--- src/design/scac_pkg.sv ---
// Purpose: Shared constants and carrier types for the call/clear decoder.
// Assumes: 14-bit instruction words, 13-bit program counter.
// Notes: Encodings live here only; opcode bits 13:11 and pc bits 12:11 are also written as literals in the modules.
package scac_pkg;

    // ==========================================================
    // Widths and field positions
    localparam int SCAC_IW = 14;
    localparam int SCAC_PCW = 13;
    localparam int SCAC_DW = 8;
    localparam int SCAC_TGT_MSB = 10;
    localparam int SCAC_LATCH_LO = 3;
    localparam int SCAC_LATCH_HI = 4;

    // ==========================================================
    // Encodings
    localparam logic [2:0] SCAC_CALL_OP = 3'h4;
    localparam logic [13:0] SCAC_CLEAR_OP = 14'h0103;
    localparam logic [7:0] SCAC_ACC_RESET = 8'h00;
    localparam logic [7:0] SCAC_ACC_CLEARED = 8'h00;
    localparam logic [12:0] SCAC_PC_RESET = 13'h0000;
    localparam logic [1:0] SCAC_CALL_CYCLES = 2'h2;

    // ==========================================================
    // Carriers
    typedef struct packed {
        logic valid;
        logic [SCAC_IW-1:0] word;
    } scac_instr_t;

    typedef struct packed {
        logic push;
        logic [SCAC_PCW-1:0] addr;
    } scac_push_t;

    typedef enum logic [1:0] {
        SCAC_IDLE,
        SCAC_CALL2
    } scac_state_t;

    typedef struct packed {
        scac_state_t state;
        logic [SCAC_PCW-1:0] pc;
        logic [SCAC_DW-1:0] acc;
        logic zero;
        logic busy;
        logic done;
        scac_push_t push;
    } scac_regs_t;
endpackage

--- src/design/scac_decode.sv ---
// Purpose: Classify a 14-bit instruction word.
// Assumes: Word is stable while valid.
// Notes: Pure combinational, no state.
`timescale 1ns/100ps
module scac_decode (
    input wire logic [13:0] word,
    output logic is_call,
    output logic is_clear,
    output logic [10:0] target
);
    import scac_pkg::*;

    assign is_call = (word[13:11] == SCAC_CALL_OP);
    // Clear has no operand field, so the whole word must match
    assign is_clear = (word == SCAC_CLEAR_OP);
    assign target = word[SCAC_TGT_MSB:0];
endmodule

--- src/design/scac_core.sv ---
// Purpose: Execute the subroutine call and accumulator_clear instructions.
// Assumes: One instruction offered per cycle via instr, stalled by busy.
// Notes: Other opcodes retire in one cycle; they only advance pc and pulse done here.
// ==========================================================
// Timing overview
// Call, cycle 0: word offered with valid high
// Call, cycle 1: push pulse, new pc, busy high
// Call, cycle 2: done pulse, busy low again
// Call: offer of cycle 1 is dropped silently
// Clear, cycle 0: word offered with valid high
// Clear, cycle 1: acc zero, flag set, pc advanced
// Clear: next word may follow back to back
// Other words: pc advanced, done pulsed, no other effect
//
// ==========================================================
// Hazards and limitations
// Push is a pulse; the stack itself lives outside
// Stack depth and overflow are the stack's own business
// Caller must not offer a word while busy is high
// A word offered during busy is lost, with no sign
// Zero flag after reset is low by choice
// Page latch is sampled only at call acceptance
// Only bits 4:3 of the page latch matter here
// Upper latch bits are ignored on purpose
// Clear needs an exact match: it has no operand field
// Call leaves acc and zero alone in both cycles
//
// ==========================================================
// Width limits
// Program counter width is fixed by the carriers
// Accumulator width is fixed by the carriers
// The elaboration check refuses other values
`timescale 1ns/100ps
module scac_core #(
    parameter int PC_WIDTH = scac_pkg::SCAC_PCW,
    parameter int ACC_WIDTH = scac_pkg::SCAC_DW,
    parameter int WORD_WIDTH = scac_pkg::SCAC_IW
) (
    input wire logic core_clk,
    input wire logic resetn,
    input scac_pkg::scac_instr_t instr,
    input wire logic [7:0] pc_high_latch,
    output logic busy,
    output logic done,
    output scac_pkg::scac_push_t stack_push,
    output logic [12:0] pc,
    output logic [7:0] acc,
    output logic zero_flag
);
    import scac_pkg::*;

    // ==========================================================
    // Elaboration check
    // Carrier structs and ports are sized by the package, so the
    // logic can serve no other widths than these
    if (PC_WIDTH != SCAC_PCW) begin : g_bad_pc
        $error("scac_core: PC_WIDTH must equal the package width");
    end
    if (ACC_WIDTH != SCAC_DW) begin : g_bad_acc
        $error("scac_core: ACC_WIDTH must equal the package width");
    end
    if (WORD_WIDTH != SCAC_IW) begin : g_bad_word
        $error("scac_core: WORD_WIDTH must equal the package width");
    end

    // ==========================================================
    // State and decode results
    // All state sits in one struct; r_next is its next value
    scac_regs_t r_reg;
    scac_regs_t r_next;
    logic is_call;
    logic is_clear;
    logic [10:0] target;

    // ==========================================================
    // Decoder
    scac_decode u_dec (
        .word(instr.word),
        .is_call(is_call),
        .is_clear(is_clear),
        .target(target)
    );

    // ==========================================================
    // Next-state logic
    always_comb begin
        r_next = r_reg;
        r_next.done = 1'b0;
        r_next.push = '0;
        case (r_reg.state)
            SCAC_IDLE: begin
                if (instr.valid && is_call) begin
                    r_next.push.push = 1'b1;
                    r_next.push.addr = r_reg.pc + 13'h0001;
                    r_next.pc[SCAC_TGT_MSB:0] = target;
                    r_next.pc[12:11] =
                        pc_high_latch[SCAC_LATCH_HI:SCAC_LATCH_LO];
                    r_next.state = SCAC_CALL2;
                    r_next.busy = 1'b1;
                end else if (instr.valid && is_clear) begin
                    r_next.acc = SCAC_ACC_CLEARED;
                    r_next.zero = 1'b1;
                    r_next.pc = r_reg.pc + 13'h0001;
                    r_next.done = 1'b1;
                end else if (instr.valid) begin
                    // Foreign opcode just advances the counter and pulses done
                    r_next.pc = r_reg.pc + 13'h0001;
                    r_next.done = 1'b1;
                end
            end
            SCAC_CALL2: begin
                r_next.state = SCAC_IDLE;
                r_next.busy = 1'b0;
                r_next.done = 1'b1;
            end
            default: begin
                r_next.state = SCAC_IDLE;
                r_next.busy = 1'b0;
            end
        endcase
    end

    // ==========================================================
    // State register
    always_ff @(posedge core_clk or negedge resetn) begin
        if (!resetn) begin
            r_reg.state <= SCAC_IDLE;
            r_reg.pc <= SCAC_PC_RESET;
            r_reg.acc <= SCAC_ACC_RESET;
            r_reg.zero <= 1'b0;
            r_reg.busy <= 1'b0;
            r_reg.done <= 1'b0;
            r_reg.push <= '0;
        end else begin
            r_reg <= r_next;
        end
    end

    // Outputs straight from flops
    assign busy = r_reg.busy;
    assign done = r_reg.done;
    assign stack_push = r_reg.push;
    assign pc = r_reg.pc;
    assign acc = r_reg.acc;
    assign zero_flag = r_reg.zero;
endmodule

--- config.mk ---
export PLATFORM = sky130hd
export DESIGN_NAME = scac_core
export DESIGN_NICKNAME = d
export VERILOG_FILES = /design/src/design/scac_pkg.sv /design/src/design/scac_decode.sv /design/src/design/scac_core.sv
export SDC_FILE = /design/constraint.sdc
export NUM_CORES = 1
export LEC_CHECK = 0
export BUFFER_PORTS_ARGS = -buffer_cell sky130_fd_sc_hd__clkbuf_2
export CORE_MARGIN = 8
export CORE_UTILIZATION = 43
export DETAILED_ROUTE_END_ITERATION = 10
export PLACE_DENSITY = 0.81
export REMOVE_ABC_BUFFERS = 1
export SYNTH_ARGS = -nofsm -noshare
export SYNTH_HDL_FRONTEND = slang
export SYNTH_SLANG_ARGS = --single-unit
--- constraint.sdc ---
create_clock -name core_clk -period 1.5 [get_ports core_clk]
set_clock_uncertainty 0.05 [all_clocks]
set_input_delay 0.075 -clock core_clk [delete_from_list [all_inputs] [get_ports core_clk]]
set_output_delay 0.075 -clock core_clk [all_outputs]
set_load 0.005 [all_outputs]
==> summary.md, run 1 <==
| Metric | Value |
|---|---|
| Synthesized instance count | 162 |
| Largest net degree at the start of global routing | 31 |
| Port Buffers | 48 |
| GRT overflow | 0 |
| GR Util All Layers | about 15% |
| CTS H-Tree Depth | 2 |
| R2r startpoint | pc[0] |
| Leak | 1.07 nW |
| Synth async-reset ratio | 100% |
| Routed Antenna Nets | 0 |
| Clk pwr share | around 16% |
| Status | complete, but fails checks |
| Worst path cell trace | ha_4, nand2_2, or4_4, mux2i_1, a21oi_1 |
| Initial Utilization | between 40% and 50% |
| TritonCTS clock tree | built |
| CTS Root Cell | clkbuf_4 |
| Initial antenna violation count | 0 |
| RR Endpoint | pc[12] |
| Area Overhead vs Synth | 42.2% |
| Total Routed Length | roughly 4200 um |
| Die area | ~5700 um^2 |
| Clk buf depth | 2 |
| Die height | 75.6 um |
| Sequential share of the synthesized area | 49.1% |
| Crit Path Max Fanout | 2 |
| Share of cells above drive strength 1 | 41.4% |
| Vias post-DR | ~1,400 |
| Fin crit period | roughly 1.6 ns |
| Seq pwr share | 38.2% |
| PwrDens | 1250 nW/um^2 |
| Max Clock Freq | around 620 MHz |
| Hold WS | 0.00978 ns |
| Cell-internal power | approximately 1.7 mW |
| # fillers | 292 |
| Final nets | roughly 270 |
| R2r worst-path depth | 5 |
| GP Congestion | approximately 0.90 |
| CP peak stage delay | approximately 0.52 ns |
| Vias in the first global route | between 1,500 and 2,000 |
| Crit path required time | 1.66 ns |
| # rows | 21 |
| Pre-antenna DRT Iters | 4 |
| Area occupied by multi-input gates | around 800 um^2 |
| Setup crit start kind | register |
| Crit Path Category | reg -> reg |
| Initial drt markers | 51 |
| CP endpoint | pc[12] |
| Area of the mapped netlist | around 1500 um^2 |
| Critical Path Source | pc[0] |
| Sw frac | between 30% and 40% |
| # clock sinks | 30 |
| Ys Warns | 0 |
| Synth cell types | 38 |
| Die X | between 70 and 80 um |
| Clock slew at reported path FFs | 0.09 ns |
| Count of final hold-check violations | 0 |
| Psw | ~1000 uW |
| HPWL Detailed | between 3000 and 4000 um |
| Flops & latches, synth | 30 |
| Setup crit end kind | register |
| Setup violators final | 2 |
| Combinational fraction of design power | a little under half |
| Core area | 3360 um^2 |
| DRC errors left | 0 |
| Wire per inst | roughly 15 um |
| First-pass GRT wire length | approximately 6700 um |
| Ant diodes | 0 |
| Syn avg cell area | between 9 and 10 um^2 |
| Fin. max-slew vios | 0 |
| Setup ws final | -0.121 ns |
| Failing checks | negative setup slack |
| Synth Flop Type | dfrtp_1 |
| EDFF count, synth | 0 |
| Vias per cell | slightly above 5 |
| Largest register FFs | 14 |
| HP Class | in -> reg |
| Total CTS buffers | 5 |
| Worst VDD drop | 617 uV |
| Worst path slowest cell | or4_4 |
| RSZ-0062 raised after global routing | yes |
| Reg2Reg Setup Slack | -0.12 ns |
| Worst-skew pair later-pin latency | between 0.3 and 0.4 ns |
| Data arrival, critical path | roughly 1.8 ns |
| Max_cap viols | 0 |
| Total I/O pin count | 63 |
| Final period util | 108% |
| Final Power | ~2.7 mW |
| TNS Setup | -0.132 ns |
| Reg area | 751 um^2 |
[through the flow]
stage          util [%]  instances  setup slack, ns  area [um^2]
6_report           64.6        285           -0.121         2170
5_1_grt            64.6        285           -0.186         2170
4_1_cts            60.8        282          -0.0620         2040
3_5_place_dp       56.9        267          -0.0769         1910
3_3_place_gp       56.9        267          -0.0195         1910
2_1_floorplan         -        151           -0.500         1450
[per-layer routing]
metal,track usage (%),part of all wire (%),up-vias
met4,6.40,1.4,0
met3,5.00,8.3,8
li1,-,-,706
met5,0,0,-
met1,18.4,43,678
met2,24.9,47,51
[power groups by stage]
stage / registers (mW) / logic, mW / clock network, mW
floorplan: 1.16 / 0.390 / 0
global placement: 1.03 / 0.997 / 0
detailed placement: 1.04 / 1.02 / 0
CTS: 1.03 / 1.07 / 0.436
global route: 1.06 / 1.38 / 0.469
finish: 1.04 / 1.26 / 0.428
[repair_timing]
item                                    4_1_cts  5_1_grt
resized for setup                             3       22
endpoints found under the hold margin        36        0
pin swaps                                     1        8
buffers inserted                              1        3
endpoints found under the setup margin        7       15
hold buffers                                  7        0
[cell usage after synthesis, types with 2 or more instances]
| master | number | share of area (%) |
|---|---|---|
| a31oi_1 | 2 | 0.82 |
| nand4_1 | 3 | 1.2 |
| and3_1 | 2 | 0.82 |
| dfrtp_1 | 30 | 49 |
| o21a_1 | 2 | 0.98 |
| o21ai_0 | 5 | 1.6 |
| nand3_1 | 7 | 2.3 |
| mux2i_1 | 3 | 2.0 |
| nand2_1 | 17 | 4.2 |
| xnor2_1 | 5 | 2.9 |
| inv_1 | 3 | 0.74 |
| clkbuf_1 | 6 | 1.5 |
| buf_4 | 8 | 3.9 |
| buf_2 | 3 | 0.98 |
| a2bb2oi_1 | 4 | 2.3 |
| a21oi_1 | 11 | 3.6 |
| xor2_1 | 6 | 3.4 |
| nor3_1 | 4 | 1.3 |
| nor2_1 | 17 | 4.2 |
| o22ai_1 | 6 | 2.5 |
[final cells by class]
type | count | area share, %
clock buffers | 7 | 2.07
inverters | 3 | 0.518
multi-input cells | 118 | 36.4
flip-flops and latches | 30 | 34.6
well taps | 46 | 2.65
repair buffers | 81 | 23.8
[worst max-delay path, delay by kind of cell (launching register included)]
family,cells,cell delay [ns]
flops,1,0.40
mux,1,0.19
fa+ha+maj,1,0.17
simple gates,2,0.58
compound gates,1,0.11
[how the worst min path moves through the flow]
stage               startpoint              to  slack, ns  cells past startpoint
floorplan               resetn            done      -0.27                      0
global placement        resetn  stack_push[13]       0.05                      2
detailed placement      resetn  stack_push[13]       0.06                      2
CTS                   instr[3]           pc[3]      0.005                      3
global route         instr[11]       zero_flag       0.05                      3
finish                instr[3]           pc[3]       0.01                      3
[cell families after synthesis]
| family | after synthesis | share of synthesized area, % |
|---|---|---|
| AOI/OAI and AO/OA | 34 | 14.1 |
| xor gates and xnor gates | 11 | 6.31 |
| adders and majority gates | 1 | 0.819 |
| buffers and inverters | 21 | 7.45 |
| DFF | 30 | 49.1 |
| muxes | 3 | 1.97 |
| other | 1 | 0.245 |
| and+or+nand+nor | 61 | 20.0 |
[cells in the final DEF, fill, tap and decap left out, types with 2 or more instances in the layout]
cell           count
nand3_1            4
a2bb2oi_1          3
o21a_1             2
a21oi_1            7
dfrtp_1           30
clkbuf_4           5
o21ai_0            5
mux2i_1            3
clkbuf_2          48
nor3_1             2
o22ai_1            6
nor3_4             2
conb_1             8
inv_1              3
a21oi_2            4
xnor2_1            5
nand4_1            3
clkbuf_1           2
nand2_2            2
buf_6              3
buf_4             23
xor2_1             6
nand2_1           15
dlygate4sd3_1      7
a31oi_1            2
nor2_1            17
nand3_4            2
(Power assumes the default switching activity.)
==> inputs of run 2 (changes only) <==
--- a/config.mk
+++ b/config.mk
@@ -6,10 +6,12 @@
 export NUM_CORES = 1
 export LEC_CHECK = 0
 export BUFFER_PORTS_ARGS = -buffer_cell sky130_fd_sc_hd__clkbuf_2
+export CELL_PAD_IN_SITES_DETAIL_PLACEMENT = 1
+export CELL_PAD_IN_SITES_GLOBAL_PLACEMENT = 1
 export CORE_MARGIN = 8
-export CORE_UTILIZATION = 43
+export CORE_UTILIZATION = 31
 export DETAILED_ROUTE_END_ITERATION = 10
-export PLACE_DENSITY = 0.81
+export PLACE_DENSITY = 0.8
 export REMOVE_ABC_BUFFERS = 1
 export SYNTH_ARGS = -nofsm -noshare
 export SYNTH_HDL_FRONTEND = slang
==> constraint.sdc (replaced) <==
create_clock -name core_clk -period 1.4 [get_ports core_clk]
set_clock_uncertainty 0.05 [all_clocks]
set_input_delay 0.07 -clock core_clk [delete_from_list [all_inputs] [get_ports core_clk]]
set_output_delay 0.07 -clock core_clk [all_outputs]
set_load 0.005 [all_outputs]
==> summary.md, run 2 (synthesis gave the netlist of run 1 again) <==
| Metric | Value |
|---|---|
| Status | complete, but fails checks |
| Failing checks | negative setup slack |
| Psw | 1.24 mW (+24%) |
| Combinational fraction of design power | 43.9% (-2.2 points) |
| DRC errors left | 0 (unchanged) |
| Core area | 4750 um^2 (+41%) |
| Total Routed Length | 5570 um (+34%) |
| Hold WS | 0.0101 ns (+0.000277 ns) |
| Fin. max-slew vios | 0 (unchanged) |
| Clk pwr share | 21.5% (+5.8 points) |
| Cell-internal power | 2.16 mW (+25%) |
| # clock sinks | 30 (unchanged) |
| # rows | 25 (+19%) |
| # fillers | 575 (+97%) |
| First-pass GRT wire length | 8210 um (+23%) |
| Share of cells above drive strength 1 | 46.9% (+5.5 points) |
| Vias in the first global route | 1,657 (+8.8%) |
| Final period util | 115% (+7.4 points) |
| Worst VDD drop | 503 uV (-18%) |
| Port Buffers | 48 (unchanged) |
| CTS Root Cell | clkbuf_8 |
| Clk buf depth | 2 (unchanged) |
| Area occupied by multi-input gates | 825 um^2 (+4.3%) |
| Worst-skew pair later-pin latency | 0.28 ns (-0.05 ns) |
| Sw frac | 36.5% (-0.22 points) |
| Total CTS buffers | 5 (unchanged) |
| Commonest non-fill, non-tap cell in the layout | clkbuf_2 |
| Setup crit end kind | register |
| Setup crit start kind | register |
| CTS H-Tree Depth | 2 (unchanged) |
| Fin crit period | 1.62 ns (-0.00441 ns) |
| Vias post-DR | 1,558 (+8.0%) |
| Wire per inst | 18.0 um (+23%) |
| HP Class | in -> reg |
| Pre-antenna DRT Iters | 4 (unchanged) |
| TritonCTS clock tree | built |
| GRT overflow | 0 (unchanged) |
| Largest net degree at the start of global routing | 31 (unchanged) |
| Max Clock Freq | 619 MHz (+0.27%) |
| HPWL Detailed | 3660 um (+18%) |
| Seq pwr share | 34.6% (-3.6 points) |
| Die height | 86.2 um (+14%) |
| Initial drt markers | 52 (+2.0%) |
| Initial Utilization | 32.1% (-13 points) |
| PwrDens | 1470 nW/um^2 (+17%) |
| Routed Antenna Nets | 0 (unchanged) |
| Leak | 1.13 nW (+5.3%) |
| Die X | 86.2 um (+14%) |
| Clock slew at reported path FFs | 0.07 ns (-0.02 ns) |
| Crit path required time | 1.51 ns (-0.15 ns) |
| Final nets | 268 (+1.1%) |
| Crit Path Category | reg -> reg |
| Setup violators final | 12 (+10) |
| TNS Setup | -0.946 ns (-0.813 ns) |
| Most frequent cells in the layout | clkbuf_2 (48), dfrtp_1 (29), buf_4 (25), nor2_1 (17), nand2_1 (14) |
| WHS Path Cells | 3 (unchanged) |
| Reg area | 752 um^2 (+0.17%) |
| Total I/O pin count | 63 (unchanged) |
| GP Congestion | 0.837 (-6.8%) |
| R2r worst-path depth | 5 (unchanged) |
| Vias per cell | 5.03 (-0.74%) |
| Setup ws final | -0.216 ns (-0.0956 ns) |
| Initial antenna violation count | 0 (unchanged) |
| GR Util All Layers | 14.2% (-1.2 points) |
| Ant diodes | 0 (unchanged) |
| Count of final hold-check violations | 0 (unchanged) |
| Final core utilization | 48.5% (-16 points) |
| Data arrival, critical path | 1.73 ns (-0.05 ns) |
| Max_cap viols | 0 (unchanged) |
| RSZ-0062 raised after global routing | yes |
| Crit Path Max Fanout | 2 (unchanged) |
| Area Overhead vs Synth | 50.9% |
| Post-placement setup slack | -0.175 ns (-0.0979 ns) |
| Fin area | 2300 um^2 (+6.1%) |
| CP peak stage delay | 0.53 ns (about the same) |
| Die area | 7430 um^2 (+30%) |
| Worst path slowest cell | or4_4 |
| Largest register FFs | 14 (unchanged) |
| Placed cell area | 1970 um^2 (+2.9%) |
| Worst path cell trace | ha_4, nand2_2, or4_4, mux2i_1, a21oi_1 |
[run 2: metal layers]
layer,GRT usage [%],vias to the layer above,wire length [um]
met4,4.85,0,145
met5,0,-,0
met2,25.0,53,2900
met3,5.95,13,396
met1,15.0,782,2120
li1,-,710,-
[run 2: layout make-up]
type	instances	area share, %
multi-input combinational	118	35.8
sequential	30	32.6
timing repair buffer	84	23.5
clock buffer	7	3.75
tap	67	3.64
inverter	3	0.489
clock inverter	1	0.217
[run 2: timing repair]
| action | CTS | global route |
|---|---|---|
| pin swaps | 7 | 8 |
| hold endpoints to repair | 32 | 0 |
| gates resized for setup | 14 | 23 |
| endpoints found under the setup margin | 13 | 20 |
| cloned | 0 | 1 |
| hold buffers | 3 | 0 |
| buffers inserted | 1 | 7 |
[run 2: per-stage QoR]
stage | instances | power [mW]
final | 310 | 3.40
after global routing | 310 | 3.59
after CTS | 304 | 3.09
after detailed placement | 292 | 2.27
after global placement | 292 | 2.22
after floorplan | 151 | 1.66
[run 2: worst paths after layout]
| check | start | end | slack, ns |
|---|---|---|---|
| setup reg to reg | pc[0] | pc[12] | -0.22 |
| hold / removal | pc_high_latch[3] | pc[11] | 0.01 |
| min in group asynchronous | resetn | done | 0.29 |
| max in group asynchronous | resetn | pc[2] | 0.70 |
| hold reg to reg | zero_flag | zero_flag | 0.42 |
| setup / recovery | pc[0] | pc[12] | -0.22 |
[run 2: power groups by stage]
| stage | sequential, mW | clock [mW] | combinational [mW] |
|---|---|---|---|
| after floorplan | 1.24 | 0 | 0.418 |
| after global placement | 1.12 | 0 | 1.10 |
| after detailed placement | 1.14 | 0 | 1.14 |
| after CTS | 1.12 | 0.742 | 1.23 |
| after global routing | 1.19 | 0.775 | 1.63 |
| final | 1.17 | 0.731 | 1.49 |
[run 2: critical path: cells and delay by family, from the launching register on]
family                     cells  cell delay, ns
DFF                            1            0.41
adders and majority gates      1            0.17
muxes                          1            0.17
and+or+nand+nor                2            0.59
AOI/OAI and AO/OA              1            0.09
==> inputs of run 3 (changes only) <==
--- a/config.mk
+++ b/config.mk
@@ -8,6 +8,7 @@
 export BUFFER_PORTS_ARGS = -buffer_cell sky130_fd_sc_hd__clkbuf_2
 export CELL_PAD_IN_SITES_DETAIL_PLACEMENT = 1
 export CELL_PAD_IN_SITES_GLOBAL_PLACEMENT = 1
+export CORE_ASPECT_RATIO = 1.5
 export CORE_MARGIN = 8
 export CORE_UTILIZATION = 31
 export DETAILED_ROUTE_END_ITERATION = 10
==> summary.md, run 3 (synthesis gave the netlist of run 1 again) <==
| Metric | Value |
|---|---|
| Final Power | 3.31 mW (-2.7%) |
| Clk buf depth | 2 (unchanged) |
| Worst path cell trace | ha_4, nand2_2, or4_4, mux2i_2, a21oi_1 |
| Die area | 7480 um^2 (+0.62%) |
| Clock slew at reported path FFs | 0.06 ns (about the same) |
| Failing checks | negative setup slack |
| Count of final hold-check violations | 0 (unchanged) |
| Max_cap viols | 0 (unchanged) |
| Vias per cell | 5.04 (+0.34%) |
| DRC errors left | 0 (unchanged) |
| Leak | 1.10 nW (-2.4%) |
| Worst path slowest cell | or4_4 |
| Total I/O pin count | 63 (unchanged) |
| WHS Path Cells | 3 (unchanged) |
| Crit path required time | 1.52 ns (about the same) |
| Post-placement setup slack | -0.155 ns (+0.0202 ns) |
| # clock sinks | 30 (unchanged) |
| Final period util | 116% (+0.13 points) |
| Max Clock Freq | 618 MHz (-0.11%) |
| Relative slew slack | between 60% and 70% |
| HP Start | instr[0] |
| Status | complete, but fails checks |
| Total Routed Length | 5340 um (-4.0%) |
| GP Congestion | 0.826 (-1.3%) |
| Core area | 4810 um^2 (+1.2%) |
| GR Util All Layers | 15.2% (+0.96 points) |
| Crit Path Category | reg -> reg |
| Wire per inst | 17.6 um (-2.1%) |
| TritonCTS clock tree | built |
| CTS Root Cell | clkbuf_8 |
| Area Overhead vs Synth | 49.8% |
| Setup violators final | 13 (+1) |
| R2r worst-path depth | 5 (unchanged) |
| # rows | 31 (+24%) |
| Fin. max-slew vios | 0 (unchanged) |
| Vias in the first global route | 1,741 (+5.1%) |
| Die X | 73.3 um (-15%) |
| Worst VDD drop | 575 uV (+14%) |
| Fin crit period | 1.62 ns (+0.00184 ns) |
| Total CTS buffers | 5 (unchanged) |
| Die height | 102 um (+18%) |
| Crit Path Max Fanout | 2 (unchanged) |
| Slew at the pin with the worst max-slew slack | around 0.49 ns |
| Setup crit start kind | register |
| Final core utilization | 47.6% (-0.89 points) |
| First-pass GRT wire length | 8660 um (+5.5%) |
| R2r startpoint | pc[0] |
| Routed Antenna Nets | 0 (unchanged) |
| Data arrival, critical path | 1.73 ns (about the same) |
| Setup crit end kind | register |
| Largest net degree at the start of global routing | 31 (unchanged) |
| CTS H-Tree Depth | 2 (unchanged) |
| Initial antenna violation count | 0 (unchanged) |
| Critical Path Source | pc[0] |
| HP Class | in -> reg |
| GRT overflow | 0 (unchanged) |
| Share of cells above drive strength 1 | 45.8% (-1.1 points) |
| Final nets | 265 (-1.1%) |
| RSZ-0062 raised after global routing | yes |
| Ant diodes | 0 (unchanged) |
| Largest register FFs | 14 (unchanged) |
| Vias post-DR | 1,533 (-1.6%) |
| CP peak stage delay | 0.54 ns (about the same) |
| Commonest non-fill, non-tap cell in the layout | clkbuf_2 |
| Port Buffers | 48 (unchanged) |
| Setup ws final | -0.218 ns (-0.00184 ns) |
| Initial drt markers | 64 (+23%) |
| HPWL Detailed | 3590 um (-1.8%) |
| Pre-antenna DRT Iters | 5 (+1) |
| Initial Utilization | 31.8% (-0.37 points) |
| PwrDens | 1440 nW/um^2 (-2.0%) |
| Worst-skew pair later-pin latency | 0.29 ns (about the same) |
| Reg2Reg Setup Slack | -0.22 ns (about the same) |
| Most frequent cells in the layout | clkbuf_2 (48), dfrtp_1 (29), buf_4 (22), nor2_1 (17), nand2_1 (15) |
-- run 3: cell count changes in the layout (fill, tap and decap cells not counted), sizes merged --
| cell | change |
|---|---|
| buf | -3 |
| clkbuf | -1 |
| clkinv | -1 |
-- run 3: cell type report --
| type | count | area, um^2 |
|---|---|---|
| tap | 66 | 82.6 |
| sequential | 30 | 752 |
| inverter | 3 | 11.3 |
| multi-input combinational | 118 | 817 |
| timing repair buffer | 81 | 543 |
| clock buffer | 6 | 82.6 |
| fill | 592 | 2520 |
-- run 3: critical path: cells and delay by family (launching register included) --
kind | cells | cell delay, ns
flops | 1 | 0.40
fa+ha+maj | 1 | 0.16
simple gates | 2 | 0.60
compound gates | 1 | 0.09
mux | 1 | 0.19
-- run 3: power by group --
| part | internal (mW) | switching (mW) | leakage, nW | total (mW) |
|---|---|---|---|---|
| logic | 0.714 | 0.733 | 0.673 | 1.45 |
| registers | 1.01 | 0.154 | 0.386 | 1.16 |
| clock network | 0.378 | 0.317 | 0.0431 | 0.695 |
-- run 3: worst paths after layout --
path                                  to
max                               pc[12]
min                                pc[0]
max reg2reg                       pc[12]
min reg2reg                    zero_flag
max in group asynchronous          pc[2]
min in group asynchronous  stack_push[4]
-- run 3: through the flow --
step	TNS (ns)	area, um^2	cells	hold WS [ns]
after floorplan	-9.24	1450	151	-0.276
after detailed placement	-0.767	1990	290	0.0621
after CTS	-0.748	2200	303	0.0317
after global placement	-0.473	1990	290	0.0577
final	-1.22	2290	304	0.0336
after global routing	-2.08	2290	304	0.0565
-- run 3: layer usage --
layer,GRT usage (%),part of all wire [%],wire (um)
met5,0,0,0
met4,7.88,2.2,116
met3,4.03,5.0,265
met2,27.5,54,2860
met1,15.4,39,2100
-- run 3: what timing repair did --
| item | CTS | global route |
|---|---|---|
| endpoints found under the hold margin | 32 | 0 |
| setup buffers | 4 | 3 |
| pin swaps | 12 | 14 |
| setup endpoints to repair | 14 | 18 |
| gates resized for setup | 18 | 20 |
| hold buffers | 3 | 0 |
